==> config.mk <==
export PLATFORM = sky130hd
export DESIGN_NAME = fgt_bank
export DESIGN_NICKNAME = d
export VERILOG_FILES = /design/src/hdl/fgt_pkg.sv /design/src/hdl/fgt_trim_reg.sv /design/src/hdl/fgt_bank.sv
export SDC_FILE = /design/constraint.sdc
export NUM_CORES = 1
export LEC_CHECK = 0
export ABC_AREA = 1
export ABC_CLOCK_PERIOD_IN_PS = 4450
export BUFFER_PORTS_ARGS = -buffer_cell sky130_fd_sc_hd__clkbuf_2
export CORE_MARGIN = 2
export CORE_UTILIZATION = 39
export DETAILED_ROUTE_END_ITERATION = 16
export SYNTH_ARGS = -nofsm -noshare
export SYNTH_HDL_FRONTEND = slang
export SYNTH_SLANG_ARGS = --single-unit
==> constraint.sdc <==
create_clock -name ref_clk -period 4.45 [get_ports ref_clk]
set_input_delay 0.89 -clock ref_clk [delete_from_list [all_inputs] [get_ports ref_clk]]
set_output_delay 0.89 -clock ref_clk [all_outputs]
set_load 0.01 [all_outputs]
==> src/hdl/fgt_pkg.sv <==
// constants and types for the fine-gain trim register bank
package fgt_pkg;
    localparam int FGT_ADDR_W = 12;
    localparam int FGT_DATA_W = 8;
    localparam int FGT_CODE_W = 5;
    localparam int FGT_CODE_MSB = 4;
    localparam int FGT_NREG = 6;
    localparam logic [11:0] FGT_OFS_CORE2_A = 12'h362;
    localparam logic [11:0] FGT_OFS_CORE2_B = 12'h363;
    localparam logic [11:0] FGT_OFS_CORE3_C = 12'h364;
    localparam logic [11:0] FGT_OFS_CORE3_D = 12'h365;
    localparam logic [11:0] FGT_OFS_CORE4 = 12'h366;
    localparam logic [11:0] FGT_OFS_CORE5 = 12'h367;
    localparam logic [7:0] FGT_RESET_VAL = 8'h00;
    localparam logic [2:0] FGT_RSVD_VAL = 3'h0;
    localparam logic [2:0] FGT_IDX_CORE2_A = 3'h0;
    localparam logic [2:0] FGT_IDX_CORE2_B = 3'h1;
    localparam logic [2:0] FGT_IDX_CORE3_C = 3'h2;
    localparam logic [2:0] FGT_IDX_CORE3_D = 3'h3;
    localparam logic [2:0] FGT_IDX_CORE4 = 3'h4;
    localparam logic [2:0] FGT_IDX_CORE5 = 3'h5;

    typedef struct packed {
        logic [11:0] addr;
        logic [7:0] wdata;
        logic wr;
        logic rd;
    } fgt_bus_s;

    typedef struct packed {
        logic [4:0] core2;
        logic [4:0] core3;
        logic [4:0] core4;
        logic [4:0] core5;
    } fgt_gain_s;

    typedef enum logic [1:0] {
        FGT_LOAD_IDLE,
        FGT_LOAD_RUN,
        FGT_LOAD_DONE
    } fgt_load_e;
endpackage

==> src/hdl/fgt_trim_reg.sv <==
// one fine-gain trim register with fuse default load and software write
`timescale 1ns/1ns
module fgt_trim_reg
    import fgt_pkg::*;
(
    // clock and reset
    input wire logic ref_clk,
    input wire logic nrst,
    // load and write controls
    input wire logic fuse_load,
    input wire logic [4:0] fuse_code,
    input wire logic sw_write,
    input wire logic [7:0] sw_data,
    // stored value
    output logic [7:0] value
);
    logic [7:0] next_value;

    always_comb begin
        next_value = value;
        // software write wins over a fuse load in the same cycle
        if (sw_write) begin
            next_value = sw_data;
        end else if (fuse_load) begin
            next_value = {FGT_RSVD_VAL, fuse_code};
        end
    end

    always_ff @(posedge ref_clk) begin
        if (!nrst) begin
            value <= FGT_RESET_VAL;
        end else begin
            value <= next_value;
        end
    end
endmodule

==> src/hdl/fgt_bank.sv <==
// fine-gain trim register bank with gain code selection on the shared cores 2 and 3
`timescale 1ns/1ns
module fgt_bank
    import fgt_pkg::*;
(
    // clock and reset
    input wire logic ref_clk,
    input wire logic nrst,
    // register port
    input wire logic [11:0] reg_addr,
    input wire logic [7:0] reg_wdata,
    input wire logic reg_wr,
    input wire logic reg_rd,
    output logic [7:0] reg_rdata,
    // factory trim from fuse storage, stable while fuse_valid is high
    input wire logic fuse_valid,
    input wire logic [29:0] fuse_codes,
    // input selection per shared core
    input wire logic core2_sel_b,
    input wire logic core3_sel_d,
    // gain codes to the converter cores
    output fgt_gain_s gain,
    output logic fuse_loaded
);
    fgt_bus_s bus;
    fgt_load_e load_state, next_load_state;
    logic [7:0] regs [FGT_NREG];
    logic [FGT_NREG-1:0] wr_hit;
    logic fuse_load;
    logic [7:0] next_rdata;
    fgt_gain_s next_gain;
    logic next_fuse_loaded;

    assign bus = '{addr: reg_addr, wdata: reg_wdata, wr: reg_wr, rd: reg_rd};

    function automatic logic [2:0] fgt_index(input logic [11:0] a);
        case (a)
            FGT_OFS_CORE2_A: fgt_index = FGT_IDX_CORE2_A;
            FGT_OFS_CORE2_B: fgt_index = FGT_IDX_CORE2_B;
            FGT_OFS_CORE3_C: fgt_index = FGT_IDX_CORE3_C;
            FGT_OFS_CORE3_D: fgt_index = FGT_IDX_CORE3_D;
            FGT_OFS_CORE4: fgt_index = FGT_IDX_CORE4;
            FGT_OFS_CORE5: fgt_index = FGT_IDX_CORE5;
            default: fgt_index = 3'h7;
        endcase
    endfunction

    // fuse default load: one shot after reset once the fuse data is valid
    always_comb begin
        next_load_state = load_state;
        fuse_load = 1'b0;
        case (load_state)
            FGT_LOAD_IDLE: begin
                if (fuse_valid) begin
                    next_load_state = FGT_LOAD_RUN;
                end
            end
            FGT_LOAD_RUN: begin
                fuse_load = 1'b1;
                next_load_state = FGT_LOAD_DONE;
            end
            FGT_LOAD_DONE: begin
                next_load_state = FGT_LOAD_DONE;
            end
            default: begin
                next_load_state = FGT_LOAD_IDLE;
            end
        endcase
    end

    always_ff @(posedge ref_clk) begin
        if (!nrst) begin
            load_state <= FGT_LOAD_IDLE;
        end else begin
            load_state <= next_load_state;
        end
    end

    genvar gi;
    generate
        for (gi = 0; gi < FGT_NREG; gi++) begin : g_reg
            assign wr_hit[gi] = bus.wr && (fgt_index(bus.addr) == 3'(gi));
            fgt_trim_reg u_reg (
                .ref_clk(ref_clk),
                .nrst(nrst),
                .fuse_load(fuse_load),
                .fuse_code(fuse_codes[gi*FGT_CODE_W +: FGT_CODE_W]),
                .sw_write(wr_hit[gi]),
                // reserved bits stored as written; software keeps them zero
                .sw_data(bus.wdata),
                .value(regs[gi])
            );
        end
    endgenerate

    // read data, gain codes and load status, all registered
    always_comb begin
        next_rdata = 8'h00;
        if (bus.rd && fgt_index(bus.addr) != 3'h7) begin
            next_rdata = regs[fgt_index(bus.addr)];
        end
        // code passed straight through, no mapping to gain steps
        next_gain.core2 = core2_sel_b ? regs[FGT_IDX_CORE2_B][FGT_CODE_MSB:0]
                                      : regs[FGT_IDX_CORE2_A][FGT_CODE_MSB:0];
        next_gain.core3 = core3_sel_d ? regs[FGT_IDX_CORE3_D][FGT_CODE_MSB:0]
                                      : regs[FGT_IDX_CORE3_C][FGT_CODE_MSB:0];
        next_gain.core4 = regs[FGT_IDX_CORE4][FGT_CODE_MSB:0];
        next_gain.core5 = regs[FGT_IDX_CORE5][FGT_CODE_MSB:0];
        next_fuse_loaded = (next_load_state == FGT_LOAD_DONE);
    end

    always_ff @(posedge ref_clk) begin
        if (!nrst) begin
            reg_rdata <= 8'h00;
            gain <= '0;
            fuse_loaded <= 1'b0;
        end else begin
            reg_rdata <= next_rdata;
            gain <= next_gain;
            fuse_loaded <= next_fuse_loaded;
        end
    end

    property p_core2_b;
        @(posedge ref_clk) disable iff (!nrst)
        core2_sel_b |=> gain.core2 == $past(regs[FGT_IDX_CORE2_B][4:0]);
    endproperty
    a_core2_b: assert property (p_core2_b) else $error("core2 B code wrong");

    property p_core2_a;
        @(posedge ref_clk) disable iff (!nrst)
        !core2_sel_b |=> gain.core2 == $past(regs[FGT_IDX_CORE2_A][4:0]);
    endproperty
    a_core2_a: assert property (p_core2_a) else $error("core2 A code wrong");

    property p_core3_c;
        @(posedge ref_clk) disable iff (!nrst)
        !core3_sel_d |=> gain.core3 == $past(regs[FGT_IDX_CORE3_C][4:0]);
    endproperty
    a_core3_c: assert property (p_core3_c) else $error("core3 C code wrong");

    property p_core3_d;
        @(posedge ref_clk) disable iff (!nrst)
        core3_sel_d |=> gain.core3 == $past(regs[FGT_IDX_CORE3_D][4:0]);
    endproperty
    a_core3_d: assert property (p_core3_d) else $error("core3 D code wrong");

    property p_core4_wr;
        @(posedge ref_clk) disable iff (!nrst)
        (reg_wr && reg_addr == FGT_OFS_CORE4) ##1 !(reg_wr && reg_addr == FGT_OFS_CORE4)
        |=> gain.core4 == $past(reg_wdata[4:0], 2);
    endproperty
    a_core4_wr: assert property (p_core4_wr) else $error("core4 code not applied");

    property p_core5_rd;
        @(posedge ref_clk) disable iff (!nrst)
        (reg_rd && reg_addr == FGT_OFS_CORE5) |=> reg_rdata[4:0] == gain.core5;
    endproperty
    a_core5_rd: assert property (p_core5_rd) else $error("core5 readback mismatch");

    property p_fuse_once;
        @(posedge ref_clk) disable iff (!nrst)
        (load_state == FGT_LOAD_RUN) |=> load_state == FGT_LOAD_DONE ##1 fuse_loaded;
    endproperty
    a_fuse_once: assert property (p_fuse_once) else $error("fuse load not finished");

    property p_fuse_val;
        @(posedge ref_clk) disable iff (!nrst)
        (fuse_load && !wr_hit[FGT_IDX_CORE4])
        |=> regs[FGT_IDX_CORE4]
            == {FGT_RSVD_VAL, $past(fuse_codes[FGT_IDX_CORE4*FGT_CODE_W +: FGT_CODE_W])};
    endproperty
    a_fuse_val: assert property (p_fuse_val) else $error("fuse default not loaded");

    property p_unmapped;
        @(posedge ref_clk) disable iff (!nrst)
        (reg_rd && fgt_index(reg_addr) == 3'h7) |=> reg_rdata == 8'h00;
    endproperty
    a_unmapped: assert property (p_unmapped) else $error("unmapped read not zero");

    c_fuse: cover property (@(posedge ref_clk) disable iff (!nrst) $rose(fuse_loaded));
    c_sel_b: cover property (@(posedge ref_clk) disable iff (!nrst) $rose(core2_sel_b));
    c_sel_d: cover property (@(posedge ref_clk) disable iff (!nrst) $rose(core3_sel_d));
    c_wr_rd: cover property (@(posedge ref_clk) disable iff (!nrst) reg_wr ##1 reg_rd);
endmodule

==> impl_metrics.py <==
metrics = {
    "setup_path": {
        "rr_worst_depth": 7,
        "crit_path_start_kind": "primary input",
        "cp_data_arrival_time_ns": 2.66,
        "critPathCaptureType": "flip-flop",
        "crit_path_max_fanout": 21,
        "rrSetupSlack_ns": 2.38,
        "required_ns": 4.76,
        "reg2reg_to": "g_reg[0].u_reg.value[2]",
        "crit_type": "in2reg",
        "regToRegStartpoint": "load_state[1]",
        "cp-endpoint": "g_reg[5].u_reg.value[4]",
        "worstSetupStartpoint": "reg_addr[0]",
    },
    "power_and_ir_drop": {
        "comb_power_share_pct": 13.3,
        "peakVddDrop_v": 0.000130,
        "p_per_area_nw_per_um2": 335,
        "power_frac_clock_pct": 38.2,
        "switching_share_pct": 27.8,
        "power.internal_mw": 1.14,
        "seqPwrFrac_pct": 48.5,
        "p_leak_nw": 2.27,
        "net-switching-power_mw": 0.438,
    },
    "logic_synthesis": {
        "seq_area_frac_synth_pct": 39.0,
        "syn_nets": 630,
        "yosysTopAreaCellShare_pct": 39.0,
        "ys_seq_elements": 79,
        "synthCells": 571,
        "avgSynthCellArea_um2": 7.11,
        "yosys-top-cells-area": "dfxtp_1 39%, nand2_1 14%, nand3_1 9.6%",
        "synth_warnings": 0,
        "synth_area_um2": 4060,
        "synthDistinctLibCells": 28,
        "synth_top_cell_by_area": "dfxtp_1",
    },
    "placement": {
        "dp_slack_ns": 1.79,
        "hpwl_mm": 8.57,
        "numPortBuffers": 85,
        "dpl_cell_area_um2": 4490,
        "place_congestion": 0.850,
    },
    "final_layout": {
        "drive_gt1_share_pct": 22.2,
        "final-seq-area_um2": 1580,
        "nFillCells": 1080,
        "final_design_area_no_fill_um2": 4710,
        "final_common_cell": "nand2_1",
        "layout_common_cells": "156 x nand2_1, 85 x clkbuf_2, 79 x dfxtp_1, 78 x nand3_1",
        "insertedDiodeCount": 0,
        "multi_input_area_um2": 2140,
        "utilization_pct": 46.0,
        "syn_to_final_growth_pct": 16.1,
        "nets": 698,
    },
    "clock_network": {
        "cts_sinks": 79,
        "clk_path_buf_depth": 2,
        "cts_root_buf": "clkbuf_8",
        "cts_tree": "built",
        "ctsHoldBuffers": 0,
        "cts.repair.resized": 0,
        "cts_htree_levels": 3,
        "postCtsSetupBuffers": 0,
        "cts_buffers": 9,
        "clk_latency_ns": 0.37,
        "path_clk_slew_ns": 0.08,
    },
    "routing": {
        "ant_nets": 0,
        "remaining_drc_errors": 0,
        "via_per_inst": 5.21,
        "num_vias": 4064,
        "wl_per_cell_um": 14.9,
        "drt-initial-drc-count": 247,
        "drt_wl_total_mm": 11.6,
        "first_pass_iters": 5,
    },
    "worst_hold_path": {
        "hold_class": "reg2reg",
    },
    "timing": {
        "fin_hold_ws_ns": 0.462,
        "fin_tns_setup_ns": 0,
        "skew_ns": 0.00865,
        "slew_viol_final": 0,
        "period_minus_slack_ns": 2.35,
        "hold_viol_final": 0,
        "fmax_mhz": 426,
        "slew-limit-headroom_pct": 31.1,
        "final.setup.worst_slack_ns": 2.10,
        "grt_setup_unrepaired": "no",
        "tightestPinTransition_ns": 1.03,
        "min_period_over_period_pct": 52.8,
        "setup_viol": 0,
    },
    "global_routing": {
        "grt_pass1_vias": 3648,
        "grt_pass1_wl_mm": 18.5,
        "antenna_found_initial": 0,
        "track_usage_pct": 21.3,
        "grt_max_degree": 40,
        "grt-ovfl-total": 0,
    },
    "floorplan": {
        "die_x_um": 106,
        "io_pins": 86,
        "row_count": 37,
        "floorplan.initialDensity_pct": 39.7,
        "coreArea_um2": 10200,
        "die_y_um": 106,
        "dieArea_um2": 11200,
    },
    "flow_run": {
        "maxCapViolCount": 0,
    },
    "status": {
        "status": "completed",
    },
}
-- cells by family (layout without fill, tap and decap cells) --
| logic type | count (synthesis) | after routing | synth area share, % |
|---|---|---|---|
| and+or+nand+nor | 356 | 356 | 44.0 |
| DFF | 79 | 79 | 39.0 |
| buffers and inverters | 73 | 146 | 8.33 |
| AOI/OAI and AO/OA | 61 | 61 | 8.08 |
| adders and majority gates | 2 | 2 | 0.617 |
-- worst min-delay path by stage --
stage	from	end	slack [ns]	depth (start not counted)
2_1_floorplan	g_reg[4].u_reg.value[0]	gain[5]	0.42	2
3_3_place_gp	g_reg[0].u_reg.value[7]	g_reg[0].u_reg.value[7]	0.45	2
3_5_place_dp	g_reg[5].u_reg.value[2]	gain[2]	0.45	2
4_1_cts	g_reg[5].u_reg.value[2]	gain[2]	0.46	2
5_1_grt	g_reg[1].u_reg.value[7]	g_reg[1].u_reg.value[7]	0.48	2
6_report	g_reg[5].u_reg.value[2]	gain[2]	0.46	2
-- Yosys cell counts, drive strengths merged --
cell    count
inv        44
nor2       59
nand2     165
o21ai      23
dfxtp      79
nand3      84
a21oi      38
ha          2
clkbuf     12
buf        17
nand4      47
nor3        1
-- sequential cells by signal, indices dropped and copies added (netlist names) --
signal	flops
g.u_reg.value	48
gain	20
reg_rdata	8
load_state	2
fuse_loaded	1
-- metal layers --
metal / routed length [um] / global-route usage [%]
met1: 5340 / 29.5
met2: 5310 / 32.9
met3: 664 / 2.82
met4: 308 / 10.2
met5: 0 / 0
-- power groups by stage --
| stage | clock [mW] | sequential (mW) | combinational [mW] |
|---|---|---|---|
| 5_1_grt | 0.635 | 0.768 | 0.236 |
| 4_1_cts | 0.613 | 0.764 | 0.210 |
| 2_1_floorplan | 0 | 0.777 | 0.130 |
| 6_report | 0.603 | 0.765 | 0.209 |
| 3_5_place_dp | 0 | 0.781 | 0.209 |
| 3_3_place_gp | 0 | 0.781 | 0.206 |
-- per-stage QoR --
stage | power [mW] | cells
floorplan | 0.908 | 571
global placement | 0.988 | 764
detailed placement | 0.990 | 764
CTS | 1.59 | 780
global route | 1.64 | 780
finish | 1.58 | 780
-- layout make-up --
class                      count  area share (%)
timing repair buffer          86            9.19
tap                          136            3.61
clock buffer                  11            3.00
inverter                      44            3.51
multi-input combinational    419            45.4
clock inverter                 5            1.73
sequential                    79            33.6
-- critical path, stage by stage --
cell      delay [ns]
clkbuf_2        0.39
nand2_1         0.09
inv_1           0.09
nand2_1         0.05
nor2_1          0.09
nand3_1         0.46
o21ai_0         0.39
nand3_1         0.11
nand2_1         0.09
Power figures use the tool's default switching activity.
